## src/sbm_defs.svh

```systemverilog
// Behaviour
// - in backup sleep, compare against the backup threshold level, not the normal one
// - main supply below threshold: take chosen action, interrupt, reset or battery switch
// - when monitoring the battery, compare it against the backup threshold level
// - battery below backup threshold: interrupt or reset only, never battery switch
// - current detection result readable as brownout detected flag in status
// - at start-up and power-on reset, load configuration from non-volatile user row
// - after reset run in continuous mode unless configuration selects sampling
// - enabled with current mode's sampling select zero means continuous monitoring
// - monitor select chooses main supply or backup battery as monitored input
// - sampling: enable detector each tick, watch briefly, then disable until next tick
// - sample in active when active select is one, in standby when standby select is one
// - sampling tick is prescaler clock divided by two to the power prescale plus one
// - prescaler input is the 1 kHz clock from the ultra low power oscillator
// - synchronise the sampling domain signals into the bus clock domain
`ifndef SBM_DEFS_SVH
`define SBM_DEFS_SVH
// ==========================================
// register offsets
`define SBM_CFG_OFS 8'h00
`define SBM_STATUS_OFS 8'h04
`define SBM_LEVEL_OFS 8'h08
// ==========================================
// configuration field positions
`define SBM_CFG_ENABLE 0
`define SBM_CFG_ACT_SAMPLE 1
`define SBM_CFG_STBY_SAMPLE 2
`define SBM_CFG_MON_SEL 3
`define SBM_CFG_ACT_LO 4
`define SBM_CFG_PSEL_LO 8
`define SBM_CFG_RESET 32'h0000_0001
`define SBM_LEVEL_RESET 32'h0000_0000
// ==========================================
// timing: settle window of an awakened detector
`define SBM_SETTLE_CYCLES 4'h3
`define SBM_AXI_OKAY 2'h0
`define SBM_AXI_SLVERR 2'h2
`endif

```

## src/sbm_pkg.sv

```systemverilog
package sbm_pkg;
   typedef enum logic [1:0] {
      SBM_ACT_NONE = 2'h0,
      SBM_ACT_INT = 2'h1,
      SBM_ACT_RESET = 2'h2,
      SBM_ACT_BATSW = 2'h3
   } sbm_action_t;
   // gray ordered sampling sequence
   typedef enum logic [1:0] {
      SBM_IDLE = 2'b00,
      SBM_WAKE = 2'b01,
      SBM_JUDGE = 2'b11
   } sbm_state_t;
endpackage : sbm_pkg

```

## src/sbm_sync.sv

```systemverilog
`timescale 1ns/100ps
`default_nettype none
module sbm_sync (
   // clock and reset
   input wire logic clk_i,
   input wire logic resetn_i,
   // level in and out
   input wire logic d_i,
   output logic q_o
);
   logic meta_reg;
   // first stage read only by the second
   always_ff @(posedge clk_i) begin
      if (!resetn_i) begin
         meta_reg <= 1'b0;
         q_o <= 1'b0;
      end else begin
         meta_reg <= d_i;
         q_o <= meta_reg;
      end
   end
endmodule : sbm_sync
`default_nettype wire

```

## src/sbm_prescaler.sv

```systemverilog
`timescale 1ns/100ps
`default_nettype none
module sbm_prescaler (
   // clock and reset
   input wire logic clk_i,
   input wire logic resetn_i,
   // synchronised 1 khz level and select
   input wire logic lp_clk_i,
   input wire logic [3:0] psel_i,
   // one cycle sampling tick
   output logic tick_o
);
   logic lp_last_reg;
   logic [16:0] div_reg;
   logic lp_rise;
   assign lp_rise = lp_clk_i & ~lp_last_reg;
   // count 1 khz edges, tick every 2^(psel+1) of them
   always_ff @(posedge clk_i) begin
      if (!resetn_i) begin
         lp_last_reg <= 1'b0;
         div_reg <= 17'h0;
         tick_o <= 1'b0;
      end else begin
         lp_last_reg <= lp_clk_i;
         tick_o <= 1'b0;
         if (lp_rise) begin
            if (div_reg >= ((17'h2 << psel_i) - 17'h1)) begin
               div_reg <= 17'h0;
               tick_o <= 1'b1;
            end else begin
               div_reg <= div_reg + 17'h1;
            end
         end
      end
   end
endmodule : sbm_prescaler
`default_nettype wire

```

## src/sbm_ctrl.sv

```systemverilog
`timescale 1ns/100ps
`default_nettype none
`include "sbm_defs.svh"
module sbm_ctrl (
   // clock and reset
   input wire logic clk_i,
   input wire logic resetn_i,
   // axi4-lite write address
   input wire logic [7:0] s_axi_awaddr_i,
   input wire logic s_axi_awvalid_i,
   output logic s_axi_awready_o,
   // axi4-lite write data
   input wire logic [31:0] s_axi_wdata_i,
   input wire logic [3:0] s_axi_wstrb_i,
   input wire logic s_axi_wvalid_i,
   output logic s_axi_wready_o,
   // axi4-lite write response
   output logic [1:0] s_axi_bresp_o,
   output logic s_axi_bvalid_o,
   input wire logic s_axi_bready_i,
   // axi4-lite read
   input wire logic [7:0] s_axi_araddr_i,
   input wire logic s_axi_arvalid_i,
   output logic s_axi_arready_o,
   output logic [31:0] s_axi_rdata_o,
   output logic [1:0] s_axi_rresp_o,
   output logic s_axi_rvalid_o,
   input wire logic s_axi_rready_i,
   // non-volatile user row load
   input wire logic [31:0] nvm_cfg_i,
   input wire logic [31:0] nvm_level_i,
   input wire logic nvm_valid_i,
   // chip power state, from the power manager
   input wire logic standby_i,
   input wire logic backup_sleep_i,
   // 1 khz low power clock, asynchronous
   input wire logic lp_clk_1khz_i,
   // analog comparator
   input wire logic cmp_below_i,
   output logic cmp_enable_o,
   output logic cmp_vbat_o,
   output logic [5:0] cmp_level_o,
   // actions
   output logic main_brownout_irq_o,
   output logic main_brownout_reset_o,
   output logic battery_switch_o
);
   import sbm_pkg::*;

   // ==========================================
   // configuration registers
   logic [31:0] cfg_reg;
   logic [31:0] level_reg;
   logic loaded_reg;
   logic enable;
   logic active_sampling_select;
   logic standby_sampling_select;
   logic monitor_select;
   sbm_action_t action;
   logic [3:0] psel;
   logic [5:0] normal_level;
   logic [5:0] backup_threshold_level;
   // field decode; bits outside the fields are stored but steer nothing
   assign enable = cfg_reg[`SBM_CFG_ENABLE];
   assign active_sampling_select = cfg_reg[`SBM_CFG_ACT_SAMPLE];
   assign standby_sampling_select = cfg_reg[`SBM_CFG_STBY_SAMPLE];
   assign monitor_select = cfg_reg[`SBM_CFG_MON_SEL];
   assign action = sbm_action_t'(cfg_reg[`SBM_CFG_ACT_LO +: 2]);
   assign psel = cfg_reg[`SBM_CFG_PSEL_LO +: 4];
   // both thresholds share one word, six bits each
   assign normal_level = level_reg[5:0];
   assign backup_threshold_level = level_reg[13:8];

   // ==========================================
   // axi4-lite slave
   logic aw_hold_reg;
   logic w_hold_reg;
   logic [7:0] aw_addr_reg;
   logic [31:0] w_data_reg;
   logic [3:0] w_strb_reg;
   logic do_write;
   logic [31:0] cfg_wr;
   logic [31:0] level_wr;
   logic wr_hit;
   // a write lands once both halves are in and the last answer is gone
   assign do_write = aw_hold_reg & w_hold_reg & ~s_axi_bvalid_o;
   // status is read only, so a write there is answered and dropped
   assign wr_hit = (aw_addr_reg == `SBM_CFG_OFS) || (aw_addr_reg == `SBM_LEVEL_OFS) ||
      (aw_addr_reg == `SBM_STATUS_OFS);
   // byte-lane merge of a write
   always_comb begin
      cfg_wr = cfg_reg;
      level_wr = level_reg;
      for (int i = 0; i < 4; i++) begin
         if (w_strb_reg[i]) begin
            cfg_wr[i*8 +: 8] = w_data_reg[i*8 +: 8];
            level_wr[i*8 +: 8] = w_data_reg[i*8 +: 8];
         end
      end
   end

   // address side: ready is a one-cycle pulse, so a held valid is never taken twice
   always_ff @(posedge clk_i) begin
      if (!resetn_i) begin
         aw_hold_reg <= 1'b0;
         aw_addr_reg <= 8'h00;
         s_axi_awready_o <= 1'b0;
      end else begin
         s_axi_awready_o <= ~aw_hold_reg & ~s_axi_awready_o & s_axi_awvalid_i;
         if (s_axi_awvalid_i & s_axi_awready_o) begin
            aw_hold_reg <= 1'b1;
            aw_addr_reg <= {s_axi_awaddr_i[7:2], 2'b00};
         end
         if (do_write) begin
            aw_hold_reg <= 1'b0;
         end
      end
   end

   // data side, same pulse scheme, taken in either order against the address
   always_ff @(posedge clk_i) begin
      if (!resetn_i) begin
         w_hold_reg <= 1'b0;
         w_data_reg <= 32'h0;
         w_strb_reg <= 4'h0;
         s_axi_wready_o <= 1'b0;
      end else begin
         s_axi_wready_o <= ~w_hold_reg & ~s_axi_wready_o & s_axi_wvalid_i;
         if (s_axi_wvalid_i & s_axi_wready_o) begin
            w_hold_reg <= 1'b1;
            w_data_reg <= s_axi_wdata_i;
            w_strb_reg <= s_axi_wstrb_i;
         end
         if (do_write) begin
            w_hold_reg <= 1'b0;
         end
      end
   end

   // response follows both halves and stands until bready
   always_ff @(posedge clk_i) begin
      if (!resetn_i) begin
         s_axi_bvalid_o <= 1'b0;
         s_axi_bresp_o <= `SBM_AXI_OKAY;
      end else if (do_write) begin
         s_axi_bvalid_o <= 1'b1;
         s_axi_bresp_o <= wr_hit ? `SBM_AXI_OKAY : `SBM_AXI_SLVERR;
      end else if (s_axi_bvalid_o & s_axi_bready_i) begin
         s_axi_bvalid_o <= 1'b0;
      end
   end

   // configuration: user row loads it, software may overwrite later
   always_ff @(posedge clk_i) begin
      if (!resetn_i) begin
         cfg_reg <= `SBM_CFG_RESET;
         level_reg <= `SBM_LEVEL_RESET;
         loaded_reg <= 1'b0;
      end else if (!loaded_reg) begin
         // the user row wins over the bus until it has been seen once
         if (nvm_valid_i) begin
            cfg_reg <= nvm_cfg_i;
            level_reg <= nvm_level_i;
            loaded_reg <= 1'b1;
         end
      end else if (do_write) begin
         if (aw_addr_reg == `SBM_CFG_OFS) begin
            cfg_reg <= cfg_wr;
         end
         if (aw_addr_reg == `SBM_LEVEL_OFS) begin
            level_reg <= level_wr;
         end
      end
   end

   // ==========================================
   // sampling clock crossing and prescaler
   logic lp_sync;
   logic tick;
   logic stby_sync;
   logic bkup_sync;
   logic below_sync;
   // all analog and power-state levels are foreign to the bus clock
   sbm_sync u_sync_lp (.clk_i(clk_i), .resetn_i(resetn_i), .d_i(lp_clk_1khz_i), .q_o(lp_sync));
   sbm_sync u_sync_stby (.clk_i(clk_i), .resetn_i(resetn_i), .d_i(standby_i), .q_o(stby_sync));
   sbm_sync u_sync_bkup (.clk_i(clk_i), .resetn_i(resetn_i), .d_i(backup_sleep_i), .q_o(bkup_sync));
   sbm_sync u_sync_cmp (.clk_i(clk_i), .resetn_i(resetn_i), .d_i(cmp_below_i), .q_o(below_sync));
   // the divider sees only the synchronised copy of the slow clock
   sbm_prescaler u_presc (
      .clk_i(clk_i),
      .resetn_i(resetn_i),
      .lp_clk_i(lp_sync),
      .psel_i(psel),
      .tick_o(tick)
   );

   // ==========================================
   // detector sequencing
   logic sampling;
   sbm_state_t state_reg;
   logic [3:0] settle_reg;
   logic det_reg;
   logic low_standby;
   // backup sleep is a deeper standby and shares its sampling choice
   assign low_standby = stby_sync | bkup_sync;
   // the select of the current power mode picks sampling
   assign sampling = low_standby ? standby_sampling_select : active_sampling_select;

   // continuous mode tracks the comparator; sampled mode wakes once per tick
   always_ff @(posedge clk_i) begin
      if (!resetn_i) begin
         state_reg <= SBM_IDLE;
         settle_reg <= 4'h0;
         det_reg <= 1'b0;
         cmp_enable_o <= 1'b0;
      end else if (!enable) begin
         state_reg <= SBM_IDLE;
         det_reg <= 1'b0;
         cmp_enable_o <= 1'b0;
      end else if (!sampling) begin
         state_reg <= SBM_IDLE;
         cmp_enable_o <= 1'b1;
         // a freshly powered detector and its synchroniser still hold stale levels
         if (!cmp_enable_o) begin
            settle_reg <= `SBM_SETTLE_CYCLES;
         end else if (settle_reg != 4'h0) begin
            settle_reg <= settle_reg - 4'h1;
         end else begin
            det_reg <= below_sync;
         end
      end else begin
         case (state_reg)
            SBM_IDLE: begin
               // off between ticks, the detector draws no current
               cmp_enable_o <= 1'b0;
               if (tick) begin
                  cmp_enable_o <= 1'b1;
                  settle_reg <= `SBM_SETTLE_CYCLES;
                  state_reg <= SBM_WAKE;
               end
            end
            SBM_WAKE: begin
               // synchroniser delay must pass before the result is trusted
               if (settle_reg == 4'h0) begin
                  state_reg <= SBM_JUDGE;
               end else begin
                  settle_reg <= settle_reg - 4'h1;
               end
            end
            SBM_JUDGE: begin
               // sample at the end of the window, then power down at once
               det_reg <= below_sync;
               cmp_enable_o <= 1'b0;
               state_reg <= SBM_IDLE;
            end
            default: begin
               state_reg <= SBM_IDLE;
               cmp_enable_o <= 1'b0;
            end
         endcase
      end
   end

   // input selection toward the comparator
   always_ff @(posedge clk_i) begin
      if (!resetn_i) begin
         cmp_vbat_o <= 1'b0;
      end else begin
         cmp_vbat_o <= monitor_select;
      end
   end

   // reference: battery monitoring and backup sleep both use the backup threshold
   always_ff @(posedge clk_i) begin
      if (!resetn_i) begin
         cmp_level_o <= 6'h00;
      end else begin
         if (monitor_select || bkup_sync) begin
            cmp_level_o <= backup_threshold_level;
         end else begin
            cmp_level_o <= normal_level;
         end
      end
   end

   // ==========================================
   // detection actions
   // levels, not pulses: they follow the held result while the action matches
   always_ff @(posedge clk_i) begin
      if (!resetn_i) begin
         main_brownout_irq_o <= 1'b0;
         main_brownout_reset_o <= 1'b0;
         battery_switch_o <= 1'b0;
      end else begin
         main_brownout_irq_o <= det_reg && (action == SBM_ACT_INT);
         main_brownout_reset_o <= det_reg && (action == SBM_ACT_RESET);
         // a battery cannot switch to itself, so vbat monitoring drops it
         battery_switch_o <= det_reg && (action == SBM_ACT_BATSW) && !monitor_select;
      end
   end

   // ==========================================
   // read channel, one request at a time
   logic [31:0] rd_word;
   logic [7:0] rd_addr;
   logic [31:0] status_word;
   // byte lanes below a word are ignored, as on the write side
   assign rd_addr = {s_axi_araddr_i[7:2], 2'b00};
   // the flag shows the result held by the detector, whatever the action
   assign status_word = {30'h0, loaded_reg, det_reg};
   // read mux
   always_comb begin
      case (rd_addr)
         `SBM_CFG_OFS: rd_word = cfg_reg;
         `SBM_STATUS_OFS: rd_word = status_word;
         `SBM_LEVEL_OFS: rd_word = level_reg;
         default: rd_word = 32'h0;
      endcase
   end

   // answer one cycle after the address is taken; rdata stands until rready
   always_ff @(posedge clk_i) begin
      if (!resetn_i) begin
         s_axi_arready_o <= 1'b0;
         s_axi_rvalid_o <= 1'b0;
         s_axi_rdata_o <= 32'h0;
         s_axi_rresp_o <= `SBM_AXI_OKAY;
      end else begin
         s_axi_arready_o <= 1'b0;
         if (s_axi_rvalid_o) begin
            if (s_axi_rready_i) begin
               s_axi_rvalid_o <= 1'b0;
            end
         end else if (s_axi_arvalid_i && !s_axi_arready_o) begin
            s_axi_arready_o <= 1'b1;
         end else if (s_axi_arvalid_i && s_axi_arready_o) begin
            s_axi_rvalid_o <= 1'b1;
            s_axi_rdata_o <= rd_word;
            case (rd_addr)
               `SBM_CFG_OFS, `SBM_STATUS_OFS, `SBM_LEVEL_OFS: s_axi_rresp_o <= `SBM_AXI_OKAY;
               default: s_axi_rresp_o <= `SBM_AXI_SLVERR;
            endcase
         end
      end
   end
endmodule : sbm_ctrl
`default_nettype wire

```

## config.mk

```make
export PLATFORM = sky130hd
export DESIGN_NAME = sbm_ctrl
export DESIGN_NICKNAME = d
export VERILOG_FILES = /design/src/sbm_pkg.sv /design/src/sbm_sync.sv /design/src/sbm_prescaler.sv /design/src/sbm_ctrl.sv
export VERILOG_INCLUDE_DIRS = /design/src
export SDC_FILE = /design/constraint.sdc
export NUM_CORES = 1
export LEC_CHECK = 0
export ABC_AREA = 1
export BUFFER_PORTS_ARGS = -buffer_cell sky130_fd_sc_hd__buf_2
export CORE_MARGIN = 2
export CORE_UTILIZATION = 40
export DETAILED_ROUTE_END_ITERATION = 12
export PLACE_DENSITY = 0.63
export SYNTH_ARGS = -nofsm -noshare
export SYNTH_HDL_FRONTEND = slang
export SYNTH_SLANG_ARGS = --single-unit
```

## constraint.sdc

```tcl
create_clock -name clk_i -period 2.4 [get_ports clk_i]
set_clock_uncertainty 0.05 [all_clocks]
set_input_delay 0.24 -clock clk_i [delete_from_list [all_inputs] [get_ports clk_i]]
set_output_delay 0.24 -clock clk_i [all_outputs]
set_load 0.01 [all_outputs]
```

-- Word level (Yosys, flattened, before mapping)
Cells that the tools add are included.
W data, S select, Z words.
- $add $sub $neg: 3
- $mul: 0
- div/mod/pow operators: 0
- order comparisons: 1
- equality and inequality tests: 25
- shifts and indexed selects: 1
- multiplexer cells: 44
- bitwise operators: 20
- reductions and logical operators: 37
- operators by type and width (operator ; number):
    $mux W32 ; 8
    $pmux W32 S3 ; 1
    $mux W8 ; 4
    $reduce_and A4 Y1 ; 8
    $mux W4 ; 5
    $ne A2 B1 Y1 const B ; 9
    $add A17 B1 Y17 const B ; 1
    $ge A17 B17 Y1 ; 1
    $mux W1 ; 17
    $mux W17 ; 1
    $shl A2 B4 Y17 const A ; 1
    $sub A17 B1 Y17 const B ; 1
    $logic_not A8 Y1 ; 2
    $eq A6 B1 Y1 const B ; 2
    $eq A6 B2 Y1 const B ; 2
    $and A1 B1 Y1 ; 10
    $not A1 Y1 ; 9
    $reduce_and A3 Y1 ; 3
    $mux W2 ; 4
    $pmux W4 S2 ; 1
    $eq A2 B2 Y1 const B ; 3
    $logic_and A1 B1 Y1 ; 6
    $mux W6 ; 1
    $ne A2 B2 Y1 const B ; 3
    18 further kinds ; 28
- register bits: 195
- latch bits: 0
- bits in writable memories: 0
- memory bits (read-only): 0
- bits of input ports: 128
- output and inout bits: 52
- logic and storage cells: 173
- memories: 0

-- Longest topological paths before layout
- word-level depth: 4
- gate-level depth with buffers: 22
- depth with buffers taken out: 20

-- Cells and area by module
Synthesis repeated with hierarchy kept, for this count alone.
- cell total of the unflattened synthesis: 1357
- area, all modules: 9257.6 um^2
- modules (own cells, without submodules) (module ; times used ; cells an instance ; area an instance (um^2) ; seq. area each (um^2)):
    sbm_ctrl ; 1 ; 1097 ; 7362.1 ; 3323.2
    sbm_prescaler ; 1 ; 236 ; 1675.4 ; 380.4
    sbm_sync ; 4 ; 6 ; 55.1 ; 40.0

-- Worst setup path before layout
OpenSTA, ideal clock, no wires.
- path type: register to register
- start point: register cfg_reg[10]
- end point: register u_presc.div_reg[11]
- library setup time: 117 ps
- arrival: 2467 ps
- required time: 2233 ps
- slack: -234 ps
- cell stages (with the launch flop): 21
- path buffers: 2
- clock period less this slack: 2634 ps
- cell sequence: dfxtp_1 > clkbuf_1 > nor2_1 > inv_1 > nor2_1 > inv_1 > ha_1 > nand2_1 > a21oi_1 > xor2_1 > ha_1 > nand2_1 > inv_1 > nand3_1 > nor2_1 > o21ai_0 > nand3_1 > nand2_1 > nand2_1 > buf_4 > nor2_1
- cells in the longest elaborated chain, start to end: 4
- ends and longest elaborated chain (element ; line ; source):
    start: declaration ; sbm_ctrl.sv:52 ; logic [31:0] cfg_reg;
    start signal: assignment ; sbm_ctrl.sv:156 ; cfg_reg <= `SBM_CFG_RESET;
    start signal: assignment ; sbm_ctrl.sv:162 ; cfg_reg <= nvm_cfg_i;
    start signal: assignment ; sbm_ctrl.sv:168 ; cfg_reg <= cfg_wr;
    $shl A2 B4 Y17 ; sbm_prescaler.sv:27 ; if (div_reg >= ((17'h2 << psel_i) - 17'h1)) begin
    $sub A17 B1 Y17 ; sbm_prescaler.sv:27 ;
    $ge A17 B17 Y1 ; sbm_prescaler.sv:27 ;
    $mux W17 ; sbm_prescaler.sv:27 ;
    end signal: assignment ; sbm_prescaler.sv:31 ; div_reg <= div_reg + 17'h1;
    end: declaration ; sbm_prescaler.sv:14 ; logic [16:0] div_reg;
Every way passes these cells.
A chain may end at the register's enable or synchronous reset.

-- Final worst setup path
- start point: register cfg_reg[10]
- end point: register u_presc.div_reg[5]
Same word-level chain as after synthesis.

==> results_dict.tcl <==
set metrics [dict create \
    outcome "finished with violations" \
    violations "negative setup slack" \
    synthCells 1250 \
    critical_path.startpoint_type "register" \
    overflow 0 \
    die_w_um 152 \
    clk_path_buf_depth 2 \
    endpoint "u_presc.div_reg[5]" \
    cts.sinks 193 \
    hold_viol_final 0 \
    vias 8269 \
    synth_flop_cell "dfxtp_1" \
    p_seq_frac 0.457 \
    hold_class "input port to register" \
    final_cell_mix "339 x nand2_1, 190 x dfxtp_1, 172 x buf_2, 154 x nor2_1, 118 x o21ai_0" \
    ios 180 \
    path_max_fanout 8 \
    gp_congestion 0.843 \
    reg2reg_depth 21 \
    timing.final.crit_period_ns 2.41 \
    synth_edf_count 0 \
    vias_per_cell 4.80 \
    ys_ff_latch 193 \
    endpoint_kind "register" \
    syn_avg_cell_area_um2 7.00 \
    clock-root-buffer "clkbuf_16" \
    drv_cap 0 \
    grt_pass1_wl_mm 38.3 \
    coreArea_um2 21600 \
    p_sw_uw 2100 \
    wl_mm 24.3 \
    dp_slack_ns -0.0184 \
    die-area_um2 23100 \
    worst_pin_slew_ns 1.07 \
    vdd_drop_max_uv 500 \
    slew_viol_final 0 \
    power_density_nw_per_um2 696 \
    max_slew_margin 0.285 \
    synth_cell_type_count 35 \
    criticalPathCategory "register to register" \
    p_comb_frac 0.145 \
    area_delta_synth_final_pct 24.3 \
    syn_area_um2 8750 \
    synth-async-reset-ratio 0 \
    rsz0062_at_grt "true" \
    power_uw 7580 \
    ys_warn_count 0 \
    setup_violations 11 \
    setup_ws_ns -0.0145 \
    cellLeakagePower_uw 0.00494 \
    cts_max_level 4 \
    drt_pre_antenna_iters 5 \
    cp-startpoint "cfg_reg[10]" \
    placed_area_um2 9870 \
    path_clk_slew_ns 0.07 \
    arrival_ns 2.74 \
    cts_tree "done" \
    nFillCells 2197 \
    clk_latency_ns 0.44 \
    ant_nets 0 \
    r2r-end "u_presc.div_reg[5]" \
    post-route-drc-count 0 \
    swShare 0.277 \
    grt_antenna_before_repair 2 \
    cp.required_ns 2.72 \
    portBuffers 173 \
    gr-usage-all-layers 0.206 \
    r2r_slack_ns -0.01 \
    reg2reg_from "cfg_reg[10]" \
    wire_per_inst_um 14.1 \
    max_freq_ghz 0.414 \
    dp_hpwl_mm 17.8 \
    nNetsFinal 1575 \
    drt_iter0_markers 589 \
    rows 54 \
    die_h_um 152 \
    p_clk_frac 0.398 \
    cts_buffers 17 \
    drive_gt1_frac 0.198 \
    start_util 0.405 \
    grt_max_degree 110 \
    min_period_over_period 1.01 \
    grt_pass1_vias 7484 \
    stdcell_area_um2 10900 \
    yosysSeqAreaShare 0.441 \
    intPower_uw 5480 \
    final_common_cell "nand2_1" \
]
[worst max-delay path, stage by stage, from the launching register on]
cell       delay (ns)
dfxtp_2          0.34
nor2_4           0.16
inv_2            0.07
nor2_4           0.10
inv_2            0.05
ha_4             0.17
nand2_2          0.07
a21oi_2          0.04
xor2_1           0.15
ha_1             0.27
nand2_1          0.07
inv_2            0.04
nand2_1          0.05
nand2_1          0.05
nand2_1          0.06
nand2_1          0.04
inv_1            0.06
nand3_2          0.09
nand2_2          0.09
nand2_4          0.08
clkbuf_16        0.18
nor2_1           0.07
[cell families (layout without fill, tap and decap cells)]
family          count (synthesis)  after routing  share of synthesized area
flops                         193            193                      0.441
fa+ha+maj                      20             20                     0.0286
xor+xnor                       14             14                     0.0140
buf+inv                       179            368                     0.0863
other cells                     2              5                   0.000858
compound gates                271            271                      0.162
simple gates                  571            571                      0.267
[power by group through the flow]
| stage | clock (uW) | sequential, uW | combinational (uW) |
|---|---|---|---|
| floorplan | 0 | 3520 | 708 |
| global placement | 0 | 3530 | 1010 |
| detailed placement | 0 | 3530 | 1030 |
| CTS | 3080 | 3460 | 1060 |
| global route | 3210 | 3480 | 1240 |
| finish | 3020 | 3460 | 1100 |
[synth_stat cells (6+ instances only)]
| library cell | number | area (um^2) |
|---|---|---|
| xor2_1 | 11 | 96.3 |
| clkbuf_1 | 35 | 131 |
| nor2_1 | 169 | 634 |
| inv_1 | 116 | 435 |
| o21ai_1 | 22 | 110 |
| ha_1 | 20 | 250 |
| nand4_1 | 6 | 37.5 |
| nor3_1 | 8 | 40.0 |
| o21ai_0 | 118 | 591 |
| nand2_1 | 343 | 1290 |
| o22ai_1 | 17 | 106 |
| nand3_1 | 22 | 110 |
| buf_6 | 7 | 78.8 |
| a21oi_1 | 107 | 536 |
| dfxtp_1 | 193 | 3860 |
| nand3_2 | 6 | 60.1 |
| buf_2 | 11 | 55.1 |
[area by class of cell]
class                   instances  area [um^2]  share of cell area
multi-input cells             879         4280               0.394
flip-flops and latches        193         3870               0.355
repair buffers                216         1300               0.120
inverters                     120          453              0.0416
clock buffers                  17          425              0.0391
well taps                     280          350              0.0322
clock inverters                15          198              0.0182
diodes                          2         5.00            0.000460
[worst min-delay path by stage]
| stage | startpoint | to | slack [ns] | depth (start not counted) |
|---|---|---|---|---|
| floorplan | backup_sleep_i | u_sync_bkup.meta_reg | 0.29 | 2 |
| global placement | u_sync_bkup.meta_reg | u_sync_bkup.q_o | 0.34 | 2 |
| detailed placement | u_sync_bkup.meta_reg | u_sync_bkup.q_o | 0.35 | 2 |
| CTS | s_axi_wdata_i[26] | w_data_reg[26] | 0.0004 | 3 |
| global route | s_axi_wdata_i[18] | w_data_reg[18] | 0.004 | 3 |
| finish | s_axi_wdata_i[16] | w_data_reg[16] | 0.006 | 3 |
[what timing repair did]
| item | in CTS | in global routing |
|---|---|---|
| resized for setup | 5 | 34 |
| hold buffers | 19 | 1 |
| pin swaps | 3 | 2 |
| endpoints found under the setup margin | 17 | 17 |
| endpoints found under the hold margin | 19 | 1 |
| buffers inserted | 0 | 1 |
| cloned | 0 | 2 |
[routing by layer]
metal / wire [um] / vias to the layer above / global-route usage / share of wire
met5: 0 / - / 0 / 0
met4: 444 / 0 / 0.0654 / 0.018
met3: 1310 / 28 / 0.0382 / 0.054
met2: 10300 / 214 / 0.299 / 0.42
met1: 12300 / 3696 / 0.308 / 0.50
li1: - / 4331 / - / -
[through the flow]
| step | TNS (ns) | hold slack (ns) | instances | utilization |
|---|---|---|---|---|
| after floorplan | 0 | 0.288 | 1251 | - |
| after global placement | 0 | 0.343 | 1665 | 0.457 |
| after detailed placement | -0.165 | 0.351 | 1665 | 0.457 |
| after CTS | 0 | 0.000450 | 1716 | 0.495 |
| after global routing | -2.43 | 0.00405 | 1722 | 0.503 |
| final | -0.0899 | 0.00585 | 1722 | 0.503 |
No activity file was read; power rests on OpenSTA's default activity.
